## src/hw/ppc_pkg.sv

```systemverilog
// shared types and constants for the parallel port pin polarity control
package ppc_pkg;

   // register byte offsets
   localparam logic [7:0] PPC_CTRL_OFS = 8'h00;
   localparam logic [7:0] PPC_MODE_OFS = 8'h04;
   localparam logic [7:0] PPC_STAT_OFS = 8'h08;

   // control field positions
   localparam int PPC_CTL_PTE = 8;
   localparam int PPC_CTL_SFN = 6;
   localparam int PPC_CTL_LAT = 5;
   localparam int PPC_CTL_S2P = 4;
   localparam int PPC_CTL_S1P = 3;
   localparam int PPC_CTL_GAP = 2;
   localparam int PPC_CTL_WRP = 1;
   localparam int PPC_CTL_RDP = 0;

   // reset values and write masks
   localparam logic [8:0] PPC_CTRL_RST = 9'h000;
   localparam logic [8:0] PPC_CTRL_WMASK = 9'h1FB;
   localparam logic [1:0] PPC_MODE_RST = 2'h0;
   localparam logic [5:0] PPC_PIN_RST = 6'h3F;
   localparam logic [1:0] PPC_OE_N_RST = 2'h3;

   // mode and select function codes
   localparam logic [1:0] PPC_MODE_MASTER1 = 2'h3;
   localparam logic [1:0] PPC_SFN_ADDR = 2'h0;
   localparam logic [1:0] PPC_SFN_ONE = 2'h1;
   localparam logic [1:0] PPC_SFN_BOTH = 2'h2;

   // pin vector positions
   localparam int PPC_PIN_W = 6;
   localparam int PPC_PIN_RD = 0;
   localparam int PPC_PIN_WR = 1;
   localparam int PPC_PIN_S1 = 2;
   localparam int PPC_PIN_S2 = 3;
   localparam int PPC_PIN_LL = 4;
   localparam int PPC_PIN_LH = 5;

   typedef struct packed {
      logic strobe_port_enable;
      logic [1:0] select_function_field;
      logic latch_polarity;
      logic select_two_polarity;
      logic select_one_polarity;
      logic gap;
      logic write_strobe_polarity;
      logic read_strobe_polarity;
   } ppc_ctl_t;

   typedef struct packed {
      logic rd;
      logic wr;
      logic enb;
      logic rdwr;
      logic latch_low;
      logic latch_high;
      logic sel1;
      logic sel2;
   } ppc_strobe_t;

   typedef struct packed {
      logic cyc;
      logic stb;
      logic we;
      logic [7:0] adr;
      logic [3:0] sel;
      logic [31:0] dat;
   } ppc_wb_req_t;

   typedef enum logic [1:0] {
      PPC_ST_IDLE = 2'b01,
      PPC_ST_ACK = 2'b10
   } ppc_bus_st_t;

endpackage : ppc_pkg

```

## src/hw/ppc_select_map.sv

```systemverilog
// maps the two select pins onto selects or high address bits
module ppc_select_map (
   input wire logic [1:0] func_i,
   input wire logic sel1_i,
   input wire logic sel2_i,
   input wire logic pol1_i,
   input wire logic pol2_i,
   input wire logic [1:0] addr_hi_i,
   output logic [1:0] act_o,
   output logic [1:0] pol_o
);
   import ppc_pkg::*;

   always_comb begin
      act_o = {sel2_i, sel1_i};
      pol_o = {pol2_i, pol1_i};
      case (func_i)
         PPC_SFN_ADDR: begin
            act_o = addr_hi_i;
            pol_o = 2'b11;
         end
         PPC_SFN_ONE: begin
            act_o[0] = addr_hi_i[0];
            pol_o[0] = 1'b1;
         end
         default: begin
            act_o = {sel2_i, sel1_i};
         end
      endcase
   end

endmodule : ppc_select_map

```

## src/hw/ppc_pin_drive.sv

```systemverilog
// registered pin drivers with per-pin polarity inversion
module ppc_pin_drive (
   input wire logic clk_i,
   input wire logic rst_i,
   input wire logic [5:0] act_i,
   input wire logic [5:0] pol_i,
   output logic [5:0] pin_o
);
   import ppc_pkg::*;

   genvar k;
   generate
      for (k = 0; k < PPC_PIN_W; k++) begin : g_pin
         always_ff @(posedge clk_i) begin
            if (rst_i) begin
               pin_o[k] <= PPC_PIN_RST[k];
            end else begin
               pin_o[k] <= act_i[k] ^ ~pol_i[k];
            end
         end
      end
   endgenerate

endmodule : ppc_pin_drive

```

## src/hw/ppc_port_ctrl.sv

```systemverilog
// parallel port control register, strobe pin enable and polarity logic
//
// Contract
// - strobe enable bit on drives read and write pins; off disables them.
// - select code 10 uses both select pins as selects; 11 reserved.
// - select code 01 gives address bit 14 on pin one, select on two.
// - select code 00 gives address bits 14 and 15 on pins one, two.
// - latch polarity bit sets both address latch strobes high or low active.
// - second select polarity bit sets its output active level.
// - first select polarity bit sets its output active level.
// - outside master mode 1 write polarity bit sets write strobe level.
// - in master mode 1 write polarity bit sets enable strobe level.
// - outside master mode 1 read polarity bit sets read strobe level.
// - in master mode 1 read polarity bit sets direction strobe level.
// - select polarity has no effect on pins used as address lines.
//
// The Wishbone interface to the registers and the address map were chosen for this implementation.
module ppc_port_ctrl (
   input wire logic clk_i,
   input wire logic rst_i,
   input wire ppc_pkg::ppc_wb_req_t wb_i,
   output logic wb_ack_o,
   output logic [31:0] wb_dat_o,
   input wire ppc_pkg::ppc_strobe_t strobe_i,
   input wire logic [1:0] addr_hi_i,
   output logic read_strobe_pin_o,
   output logic read_strobe_pin_oe_n_o,
   output logic write_strobe_pin_o,
   output logic write_strobe_pin_oe_n_o,
   output logic select_one_pin_o,
   output logic select_two_pin_o,
   output logic low_address_latch_o,
   output logic high_address_latch_o
);
   import ppc_pkg::*;

   ppc_ctl_t ctl_reg;
   logic [1:0] mode_reg;
   ppc_bus_st_t st_reg;
   ppc_bus_st_t st_next;
   logic ack_reg;
   logic [31:0] dat_reg;
   logic [31:0] dat_next;
   logic [1:0] oe_n_reg;
   logic live_reg;
   logic req;
   logic wr_hit;
   logic master1;
   logic [8:0] ctl_next;
   logic [1:0] sel_act;
   logic [1:0] sel_pol;
   logic [5:0] act;
   logic [5:0] pol;
   logic [5:0] pin;

   assign req = wb_i.cyc & wb_i.stb;
   assign wr_hit = req & wb_i.we & (st_reg == PPC_ST_IDLE);
   assign master1 = (mode_reg == PPC_MODE_MASTER1);

   // bus state machine
   always_comb begin
      st_next = st_reg;
      case (st_reg)
         PPC_ST_IDLE: begin
            if (req) begin
               st_next = PPC_ST_ACK;
            end
         end
         PPC_ST_ACK: begin
            st_next = PPC_ST_IDLE;
         end
         default: begin
            st_next = PPC_ST_IDLE;
         end
      endcase
   end

   always_ff @(posedge clk_i) begin
      if (rst_i) begin
         st_reg <= PPC_ST_IDLE;
      end else begin
         st_reg <= st_next;
      end
   end

   // one-cycle acknowledge
   always_ff @(posedge clk_i) begin
      if (rst_i) begin
         ack_reg <= 1'b0;
      end else begin
         ack_reg <= req & (st_reg == PPC_ST_IDLE);
      end
   end

   // control register write with byte lanes
   always_comb begin
      ctl_next = ctl_reg;
      if (wb_i.sel[0]) begin
         ctl_next[7:0] = wb_i.dat[7:0];
      end
      if (wb_i.sel[1]) begin
         ctl_next[8] = wb_i.dat[8];
      end
      ctl_next = ctl_next & PPC_CTRL_WMASK;
   end

   always_ff @(posedge clk_i) begin
      if (rst_i) begin
         ctl_reg <= PPC_CTRL_RST;
      end else if (wr_hit && wb_i.adr == PPC_CTRL_OFS) begin
         ctl_reg <= ctl_next;
      end
   end

   // mode register
   always_ff @(posedge clk_i) begin
      if (rst_i) begin
         mode_reg <= PPC_MODE_RST;
      end else if (wr_hit && wb_i.adr == PPC_MODE_OFS && wb_i.sel[0]) begin
         mode_reg <= wb_i.dat[1:0];
      end
   end

   // read data mux, unmapped reads zero
   always_comb begin
      dat_next = 32'h0000_0000;
      case (wb_i.adr)
         PPC_CTRL_OFS: begin
            dat_next[8:0] = ctl_reg;
         end
         PPC_MODE_OFS: begin
            dat_next[1:0] = mode_reg;
         end
         PPC_STAT_OFS: begin
            dat_next[5:0] = pin;
            dat_next[9:8] = oe_n_reg;
         end
         default: begin
            dat_next = 32'h0000_0000;
         end
      endcase
   end

   always_ff @(posedge clk_i) begin
      if (rst_i) begin
         dat_reg <= 32'h0000_0000;
      end else if (req && !wb_i.we && st_reg == PPC_ST_IDLE) begin
         dat_reg <= dat_next;
      end else begin
         dat_reg <= 32'h0000_0000;
      end
   end

   assign wb_ack_o = ack_reg;
   assign wb_dat_o = dat_reg;

   always_ff @(posedge clk_i) begin
      if (rst_i) begin
         oe_n_reg <= PPC_OE_N_RST;
      end else begin
         oe_n_reg <= {2{~ctl_reg.strobe_port_enable}};
      end
   end

   ppc_select_map u_map (
      .func_i(ctl_reg.select_function_field),
      .sel1_i(strobe_i.sel1),
      .sel2_i(strobe_i.sel2),
      .pol1_i(ctl_reg.select_one_polarity),
      .pol2_i(ctl_reg.select_two_polarity),
      .addr_hi_i(addr_hi_i),
      .act_o(sel_act),
      .pol_o(sel_pol)
   );

   // active-high pin sources
   always_comb begin
      act = '0;
      act[PPC_PIN_WR] = master1 ? strobe_i.enb : strobe_i.wr;
      act[PPC_PIN_RD] = master1 ? strobe_i.rdwr : strobe_i.rd;
      if (!ctl_reg.strobe_port_enable) begin
         act[PPC_PIN_WR] = 1'b0;
         act[PPC_PIN_RD] = 1'b0;
      end
      act[PPC_PIN_S1] = sel_act[0];
      act[PPC_PIN_S2] = sel_act[1];
      act[PPC_PIN_LL] = strobe_i.latch_low;
      act[PPC_PIN_LH] = strobe_i.latch_high;
   end

   // polarity vector
   always_comb begin
      pol = '0;
      pol[PPC_PIN_RD] = ctl_reg.read_strobe_polarity;
      pol[PPC_PIN_WR] = ctl_reg.write_strobe_polarity;
      pol[PPC_PIN_S1] = sel_pol[0];
      pol[PPC_PIN_S2] = sel_pol[1];
      pol[PPC_PIN_LL] = ctl_reg.latch_polarity;
      pol[PPC_PIN_LH] = ctl_reg.latch_polarity;
   end

   ppc_pin_drive u_drive (
      .clk_i(clk_i),
      .rst_i(rst_i),
      .act_i(act),
      .pol_i(pol),
      .pin_o(pin)
   );

   assign read_strobe_pin_o = pin[PPC_PIN_RD];
   assign write_strobe_pin_o = pin[PPC_PIN_WR];
   assign select_one_pin_o = pin[PPC_PIN_S1];
   assign select_two_pin_o = pin[PPC_PIN_S2];
   assign low_address_latch_o = pin[PPC_PIN_LL];
   assign high_address_latch_o = pin[PPC_PIN_LH];
   assign read_strobe_pin_oe_n_o = oe_n_reg[0];
   assign write_strobe_pin_oe_n_o = oe_n_reg[1];

   // checks, valid one cycle after reset
   always_ff @(posedge clk_i) begin
      if (rst_i) begin
         live_reg <= 1'b0;
      end else begin
         live_reg <= 1'b1;
      end
   end
endmodule : ppc_port_ctrl

```

## config.mk

```make
export PLATFORM = sky130hd
export DESIGN_NAME = ppc_port_ctrl
export DESIGN_NICKNAME = d
export VERILOG_FILES = /design/src/hw/ppc_pkg.sv /design/src/hw/ppc_select_map.sv /design/src/hw/ppc_pin_drive.sv /design/src/hw/ppc_port_ctrl.sv
export SDC_FILE = /design/constraint.sdc
export NUM_CORES = 1
export LEC_CHECK = 0
export BUFFER_PORTS_ARGS = -buffer_cell sky130_fd_sc_hd__buf_2
export CORE_ASPECT_RATIO = 2
export CORE_MARGIN = 2
export CORE_UTILIZATION = 41
export DETAILED_ROUTE_END_ITERATION = 12
export PLACE_DENSITY = 0.91
export SYNTH_ARGS = -nofsm -noshare
export SYNTH_HDL_FRONTEND = slang
export SYNTH_SLANG_ARGS = --single-unit
export TNS_END_PERCENT = 10
```

## constraint.sdc

```tcl
create_clock -name clk_i -period 1.55 [get_ports clk_i]
set_input_delay 0.465 -clock clk_i [delete_from_list [all_inputs] [get_ports clk_i]]
set_output_delay 0.465 -clock clk_i [all_outputs]
set_load 0.01 [all_outputs]
```

[Yosys cells after proc, flatten, opt, wreduce, memory -nomap -nowiden]
Cells that the tools add are included.
Widths: inputs -> output; s select.
Storage, ports and cells
  register bits after elaboration: 52
  input bits: 59
  output and inout bits: 41
  word-level logic and storage cells: 71
Operators by class
  eq/ne operators: 5
  multiplexer cells: 10
  bitwise gates (word level): 20
  reduce and logical (&&, ||, !) cells: 15
Operators by type and width (number)
  $not 1->1: 10
  $eq 8x3->1 const B: 1
  $eq 8x4->1 const B: 1
  $logic_not 8->1: 1
  $pmux 4 s2: 1
  $mux 1: 6
  $pmux 2 s3: 1
  $reduce_or 2->1: 3
  $reduce_or 3->1: 2
  $xor 1x1->1: 6
  $logic_and 1x1->1: 5
  $and 1x1->1: 4
  $eq 2x1->1 const B: 2
  $reduce_and 2->1: 2
  $eq 2x2->1 const B: 1
  $logic_not 2->1: 1
  $mux 2: 1
  $pmux 1 s2: 1
  $logic_not 1->1: 1

[Logic depth before layout (Yosys ltp)]
Gate-level depths: netlist of the first run.
  depth after elaboration: 5
  depth in mapped cells: 5
  mapped depth without buffers: 3

[Cells and area by module]
Synthesis of the first run repeated with hierarchy kept, for this count alone.
Second synthesis, totals
  cells, all modules: 148
  area total of the unflattened synthesis: 1458.9 µm²
By module, submodules not included
  ppc_port_ctrl: instances 1, cells each 125, area each 1202.4 µm², seq. area each 480.5 µm²
  ppc_pin_drive: instances 1, cells each 18, area each 210.2 µm², seq. area each 120.1 µm²
  ppc_select_map: instances 1, cells each 5, area each 46.3 µm², seq. area each 0.0 µm²

[Worst setup path after synthesis of the first run]
Ideal clock, no wire load.
  path kind: input port to flip-flop
  start: in wb_i[38] (netlist name)
  end: reg ctl_reg[0] (netlist name)
  setup time: 0.072 ns
  arrival time: 1.363 ns
  data required time: 1.478 ns
  slack: 0.116 ns
  cell stages on the path: 5
  buffers on the path: 2
  cells stage by stage: clkbuf_1 > nor4bb_1 > and4_1 > buf_6 > mux2i_1
Between the ends
  longest elaborated chain between the ends: 3
RTL lines
  start, declared: line ppc_port_ctrl.sv:21  | input wire ppc_pkg::ppc_wb_req_t wb_i,
  $logic_not 8->1: line ppc_port_ctrl.sv:110  | end else if (wr_hit && wb_i.adr == PPC_CTRL_OFS) begin
  $logic_and 1x1->1: line ppc_port_ctrl.sv:110
  $reduce_and 2->1 (no source line)
  end signal, assigned: line ppc_port_ctrl.sv:111  | ctl_reg <= ctl_next;
  end, declared: line ppc_port_ctrl.sv:37  | ppc_ctl_t ctl_reg;
Every way passes these cells.
A chain may end at the register's enable or synchronous reset.

[Final worst setup path of the first run]
  start: in wb_i[39] (netlist name)
  end: reg ctl_reg[0] (netlist name)
The elaborated chain is that of the path after synthesis.

==> flow_metrics.env, run 1 <==
export IMPL_status="finished clean"
export IMPL_internal_power_mw=1.329
export IMPL_yosysUniqueCellTypes=30
export IMPL_min_period_ns=1.324
export IMPL_viasPerCell=4.916
export IMPL_hold_buffers=0
export IMPL_total_power_mw=1.699
export IMPL_r2r_start="st_reg[1]"
export IMPL_root_buffer="clkbuf_8"
export IMPL_grt_pass1_vias=1027
export IMPL_drive_gt1_share_pct=36.10
export IMPL_synth_edf_count=0
export IMPL_ant_nets=0
export IMPL_floorplan_die_height_um=87.78
export IMPL_hold_start="addr_hi_i[1]"
export IMPL_n_antenna_cell=0
export IMPL_dpl_worst_slack_ns=-0.08977
export IMPL_setup_viol=0
export IMPL_synth_seq_cells=30
export IMPL_grt_usage_pct=14.49
export IMPL_clk_pin_slew_worst_paths_ns=0.06
export IMPL_first_pass_iters=4
export IMPL_synth_main_ff_cell="dfxtp_1"
export IMPL_comb_power_share_pct=9.6
export IMPL_syn_to_final_growth_pct=24.43
export IMPL_peakVddDrop_v=0.0004756
export IMPL_gp_congestion=0.8394
export IMPL_tritoncts="yes"
export IMPL_drcViolationCount=0
export IMPL_io_buffers=51
export IMPL_critical_path_required_ns=1.76
export IMPL_largest_register_ffs=10
export IMPL_post_cts_resized=0
export IMPL_dp_hpwl_um=2269
export IMPL_rsz0062_at_grt="false"
export IMPL_critical_path_peak_fanout=7
export IMPL_clock_skew_ns=0.004523
export IMPL_dp_cells=229
export IMPL_switching_power_uw=370.0
export IMPL_clkLatencyLatePin_ns=0.28
export IMPL_multi_input_area_um2=709.4
export IMPL_drt_wirelength_per_cell_um=11.94
export IMPL_syn_cell_area_mm2=0.001439
export IMPL_yosys_warnings=0
export IMPL_gr_total_overflow=0
export IMPL_switching_share_pct=21.77
export IMPL_period_share_pct=85.45
export IMPL_nNetsFinal=263
export IMPL_ys_seq_area_share_pct=41.74
export IMPL_htree_levels=2
export IMPL_start_kind="primary input"
export IMPL_cellPowerDensity_mw_per_mm2=949.0
export IMPL_syn_inst=146
export IMPL_post_route_util_pct=53.00
export IMPL_p_leak_nw=0.8593
export IMPL_die_w_um=45.89
export IMPL_cts_setup_buffers=0
export IMPL_cp_data_arrival_time_ns=1.54
export IMPL_vias=1165
export IMPL_ioPinCount=100
export IMPL_crit_type="in -> reg"
export IMPL_hold_violations=0
export IMPL_grt_first_pass_wirelength_um=4222
export IMPL_core_mm2=0.003378
export IMPL_worst_slack_ns=0.2256
export IMPL_maxCapViolCount=0
export IMPL_clockPowerShare_pct=44.3
export IMPL_clk_path_buf_depth=2
export IMPL_grt_max_degree=21
export IMPL_dieArea_mm2=0.004028
export IMPL_drt_iter0_markers=10
export IMPL_antenna_found_initial=0
export IMPL_wl_um=2830
export IMPL_startpoint="wb_i[39]"
export IMPL_seq_area_um2=600.6
export IMPL_clock_sinks=30
export IMPL_max_freq_ghz=0.7550
export IMPL_synth_avg_cell_area_um2=9.855
export IMPL_holdCritPathClass="in -> reg"
export IMPL_fillerInstances=326
export IMPL_drv_slew=0
export IMPL_fin_cells=237
export IMPL_numCtsBuffers=5
export IMPL_start_util_pct=42.59
export IMPL_synthArstFlopShare_pct=0
export IMPL_rows=30
export IMPL_cp_end_kind="flop"
export IMPL_power_frac_seq_pct=46.1
==> power groups by stage <==
| stage | Sequential, mW | Clock (mW) | Combinational [mW] |
|---|---|---|---|
| 2_1_floorplan | 0.803 | 0 | 0.125 |
| 3_3_place_gp | 0.800 | 0 | 0.158 |
| 3_5_place_dp | 0.801 | 0 | 0.161 |
| 4_1_cts | 0.784 | 0.764 | 0.162 |
| 5_1_grt | 0.784 | 0.795 | 0.178 |
| 6_report | 0.784 | 0.753 | 0.162 |
==> final timing paths <==
kind              slack [ns]  cells past startpoint          endpoint
setup / recovery        0.23                      5        ctl_reg[0]
hold reg to reg         0.45                      2       wb_dat_o[2]
hold / removal          0.39                      2  u_drive.pin_o[3]
setup reg to reg        0.27                      4        ctl_reg[0]
==> synthesized netlist by cell type (3+ instances only) <==
cell	n	area, um^2
dfxtp_1	30	600.6
mux2i_1	16	160.2
nor2_1	8	30.03
nor2b_1	3	18.77
nand4_1	3	18.77
buf_4	23	172.7
nor3_1	5	25.02
nand2b_1	20	125.1
clkbuf_1	4	15.01
or2_2	3	18.77
xor2_1	4	35.03
==> cells by family (layout without fill, tap and decap cells) <==
logic type,Yosys count,in the layout,synth area share (%)
compound gates,8,8,3.913
flops,30,30,41.74
mux,18,18,12.70
xor+xnor,4,4,2.435
buf+inv,30,68,14.43
other cells,1,22,0.2606
simple gates,55,55,24.52
==> placed cells by master, fill, tap and decap left out <==
| master | count |
|---|---|
| buf_2 | 51 |
| dfxtp_1 | 30 |
| conb_1 | 22 |
| nand2b_1 | 20 |
| mux2i_1 | 16 |
| nor2_1 | 8 |
| buf_4 | 7 |
| nor3_1 | 5 |
| clkbuf_8 | 5 |
| xor2_1 | 4 |
| nand4_1 | 3 |
| nor2b_1 | 3 |
| or2_2 | 3 |
| and4b_1 | 2 |
| nor3b_1 | 2 |
| nand2_1 | 2 |
| and3_1 | 2 |
| a21boi_0 | 2 |
| o21ai_0 | 2 |
| mux2_2 | 2 |
| a2bb2oi_1 | 2 |
| clkinv_2 | 2 |
| nor4_4 | 1 |
| inv_1 | 1 |
| and4bb_2 | 1 |
| nor4bb_1 | 1 |
| and4_1 | 1 |
| nand4b_1 | 1 |
| a211o_1 | 1 |
| a21oi_1 | 1 |
| bufinv_16 | 1 |
| buf_12 | 1 |
==> through the flow <==
step	instance area, um^2	setup TNS, ns	hold WS, ns
after floorplan	1518	0	0.4091
after global placement	1682	-0.3871	0.4386
after detailed placement	1682	-0.5343	0.4534
after CTS	1790	0	0.3913
after global routing	1790	0	0.3983
final	1790	0	0.3896
==> per-layer routing <==
metal | share of wire, % | global-route usage (%) | vias up
met5 | 0 | 0 | -
met4 | 3.7 | 11.43 | 0
met3 | 6.3 | 3.505 | 10
met2 | 57 | 27.15 | 53
met1 | 33 | 11.28 | 536
li1 | - | - | 566
==> area by class of cell <==
type                            instances  share of cell area (%)
Clock buffer                            5                   3.843
Clock inverter                          3                   2.236
Inverter                                1                  0.2096
Multi-Input combinational cell        107                   39.62
Sequential cell                        30                   33.54
Tap cell                               32                   2.236
Timing Repair Buffer                   59                   18.31
==> worst max-delay path, stage by stage <==
cell and delay [ns]:
buf_2 0.10, nor4bb_1 0.36, and4_1 0.29, buf_12 0.14, mux2i_1 0.17
No activity file was read; power rests on OpenSTA's default activity.
==> run 2, diff against run 1 <==
--- a/config.mk
+++ b/config.mk
@@ -8,9 +8,10 @@
 export BUFFER_PORTS_ARGS = -buffer_cell sky130_fd_sc_hd__buf_2
 export CORE_ASPECT_RATIO = 2
 export CORE_MARGIN = 2
-export CORE_UTILIZATION = 41
+export CORE_UTILIZATION = 42
+export CTS_BUF_LIST = sky130_fd_sc_hd__clkbuf_4 sky130_fd_sc_hd__clkbuf_8
 export DETAILED_ROUTE_END_ITERATION = 12
-export PLACE_DENSITY = 0.91
+export PLACE_DENSITY = 0.92
 export SYNTH_ARGS = -nofsm -noshare
 export SYNTH_HDL_FRONTEND = slang
 export SYNTH_SLANG_ARGS = --single-unit
==> constraint.sdc (replaced) <==
create_clock -name clk_i -period 1.5 [get_ports clk_i]
set_input_delay 0.45 -clock clk_i [delete_from_list [all_inputs] [get_ports clk_i]]
set_output_delay 0.45 -clock clk_i [all_outputs]
set_load 0.01 [all_outputs]
==> run 2 against run 1 <==
  * Clock skew decreased by 0.0040 ns
  * Sequential cell count unchanged
  * Register-to-register slack got worse by 0.07 ns
  * Sequential share of layout area decreased by 0.23 points
  * Non-clock buffer count increased by 1
  * Global-route usage increased by 1.3 points
  * Sequential power increased by 3.2%
  * Clock power increased by 8.2%
  * Worst hold slack got worse by 0.010 ns
  * Cell count increased by 0.42%
==> flow_metrics.env, run 2 (same netlist as run 1, synthesis figures left out) <==
export IMPL_clock_skew_ns=0.0005425
export IMPL_vias=1142
export IMPL_n_antenna_cell=0
export IMPL_grt_max_degree=21
export IMPL_clock_sinks=30
export IMPL_final_area_mm2=0.001803
export IMPL_hold_buffers=0
export IMPL_grt_usage_pct=15.76
export IMPL_status="finished clean"
export IMPL_final_common_cell="buf_2"
export IMPL_numCtsBuffers=5
export IMPL_cp_data_arrival_time_ns=1.51
export IMPL_largest_register_ffs=10
export IMPL_floorplan_die_height_um=86.78
export IMPL_syn_to_final_growth_pct=25.30
export IMPL_rsz0062_at_grt="false"
export IMPL_peakVddDrop_v=0.0008050
export IMPL_slowest_stage="nor4bb_1"
export IMPL_tritoncts="yes"
export IMPL_gp_congestion=0.8338
export IMPL_clk_pin_slew_worst_paths_ns=0.06
export IMPL_io_buffers=51
export IMPL_crit_type="in -> reg"
export IMPL_post_cts_resized=0
export IMPL_grt_first_pass_wirelength_um=4595
export IMPL_core_mm2=0.003341
export IMPL_drt_iter0_markers=10
export IMPL_final_cell_mix="buf_2 (51), dfxtp_1 (30), conb_1 (22), nand2b_1 (20), mux2i_1 (16)"
export IMPL_drv_slew=0
export IMPL_dieArea_mm2=0.003938
export IMPL_first_pass_iters=4
export IMPL_start_kind="primary input"
export IMPL_ant_nets=0
export IMPL_dp_hpwl_um=2259
export IMPL_cellPowerDensity_mw_per_mm2=993.8
export IMPL_max_freq_ghz=0.7652
export IMPL_drcViolationCount=0
export IMPL_clkLatencyLatePin_ns=0.28
export IMPL_gr_total_overflow=0
export IMPL_grt_pass1_vias=1114
export IMPL_period_share_pct=87.13
export IMPL_p_leak_nw=0.8648
export IMPL_clk_path_buf_depth=2
export IMPL_total_power_mw=1.792
export IMPL_critical_path_peak_fanout=7
export IMPL_cp_end_kind="flop"
export IMPL_maxCapViolCount=0
export IMPL_critical_path_required_ns=1.71
export IMPL_die_w_um=45.39
export IMPL_viasPerCell=4.798
export IMPL_tns_ns=0
export IMPL_htree_levels=2
export IMPL_cp_slowest_stage_delay_ns=0.34
export IMPL_cts_setup_buffers=0
export IMPL_setup_viol=0
export IMPL_drt_wirelength_per_cell_um=11.67
export IMPL_drive_gt1_share_pct=36.41
export IMPL_holdCritPathClass="in -> reg"
export IMPL_dpl_cell_area_mm2=0.001689
export IMPL_hold_violations=0
export IMPL_ioPinCount=100
export IMPL_rows=30
export IMPL_worstPathCellList="buf_2, nor4bb_1, and4_1, buf_12, mux2i_1"
export IMPL_nNetsFinal=264
export IMPL_min_period_ns=1.307
export IMPL_start_util_pct=43.07
export IMPL_root_buffer="clkbuf_8"
export IMPL_antenna_found_initial=0
export IMPL_wl_um=2778
run 2: per-layer routing:
layer  vias up  track usage (%)  share of wire, %
met1       507            14.45                33
met2        60            28.17                57
met3         8            4.583               7.4
met4         0            9.626               2.6
met5         -                0                 0
li1        567                -                 -
run 2: power breakdown:
| group | leakage [nW] | internal (mW) | switching [mW] |
|---|---|---|---|
| clock | 0.0593 | 0.532 | 0.283 |
| combinational | 0.562 | 0.0798 | 0.0873 |
| sequential | 0.243 | 0.806 | 0.00326 |
| total | 0.865 | 1.42 | 0.374 |
run 2: area by class of cell:
| cell class | instances | area [um^2] |
|---|---|---|
| tap | 32 | 40.04 |
| clock inverter | 1 | 30.03 |
| inverter | 1 | 3.754 |
| fill | 303 | 1538 |
| clock buffer | 7 | 83.83 |
| timing repair buffer | 60 | 335.3 |
| multi-input combinational | 107 | 709.4 |
| sequential | 30 | 600.6 |
run 2: final timing paths:
kind                    start  depth (start not counted)                to  slack [ns]
min              addr_hi_i[1]                          2  u_drive.pin_o[3]        0.38
min reg2reg  u_drive.pin_o[2]                          2       wb_dat_o[2]        0.44
max                  wb_i[39]                          5        ctl_reg[0]        0.19
max reg2reg         st_reg[1]                          4       wb_dat_o[1]        0.20
run 2: worst max-delay path, delay by kind of cell:
family | cells | cell delay (ns)
and+or+nand+nor | 2 | 0.63
buffers and inverters | 2 | 0.25
muxes | 1 | 0.18
run 2: per-stage QoR:
| step | cells | util [%] | worst slack, ns | hold slack (ns) |
|---|---|---|---|---|
| floorplan | 167 | - | 0.08075 | 0.4091 |
| global placement | 230 | 50.56 | -0.05213 | 0.4230 |
| detailed placement | 230 | 50.56 | -0.08944 | 0.4334 |
| CTS | 238 | 53.97 | 0.1841 | 0.3740 |
| global route | 238 | 53.97 | 0.1273 | 0.3830 |
| finish | 238 | 53.97 | 0.1931 | 0.3794 |
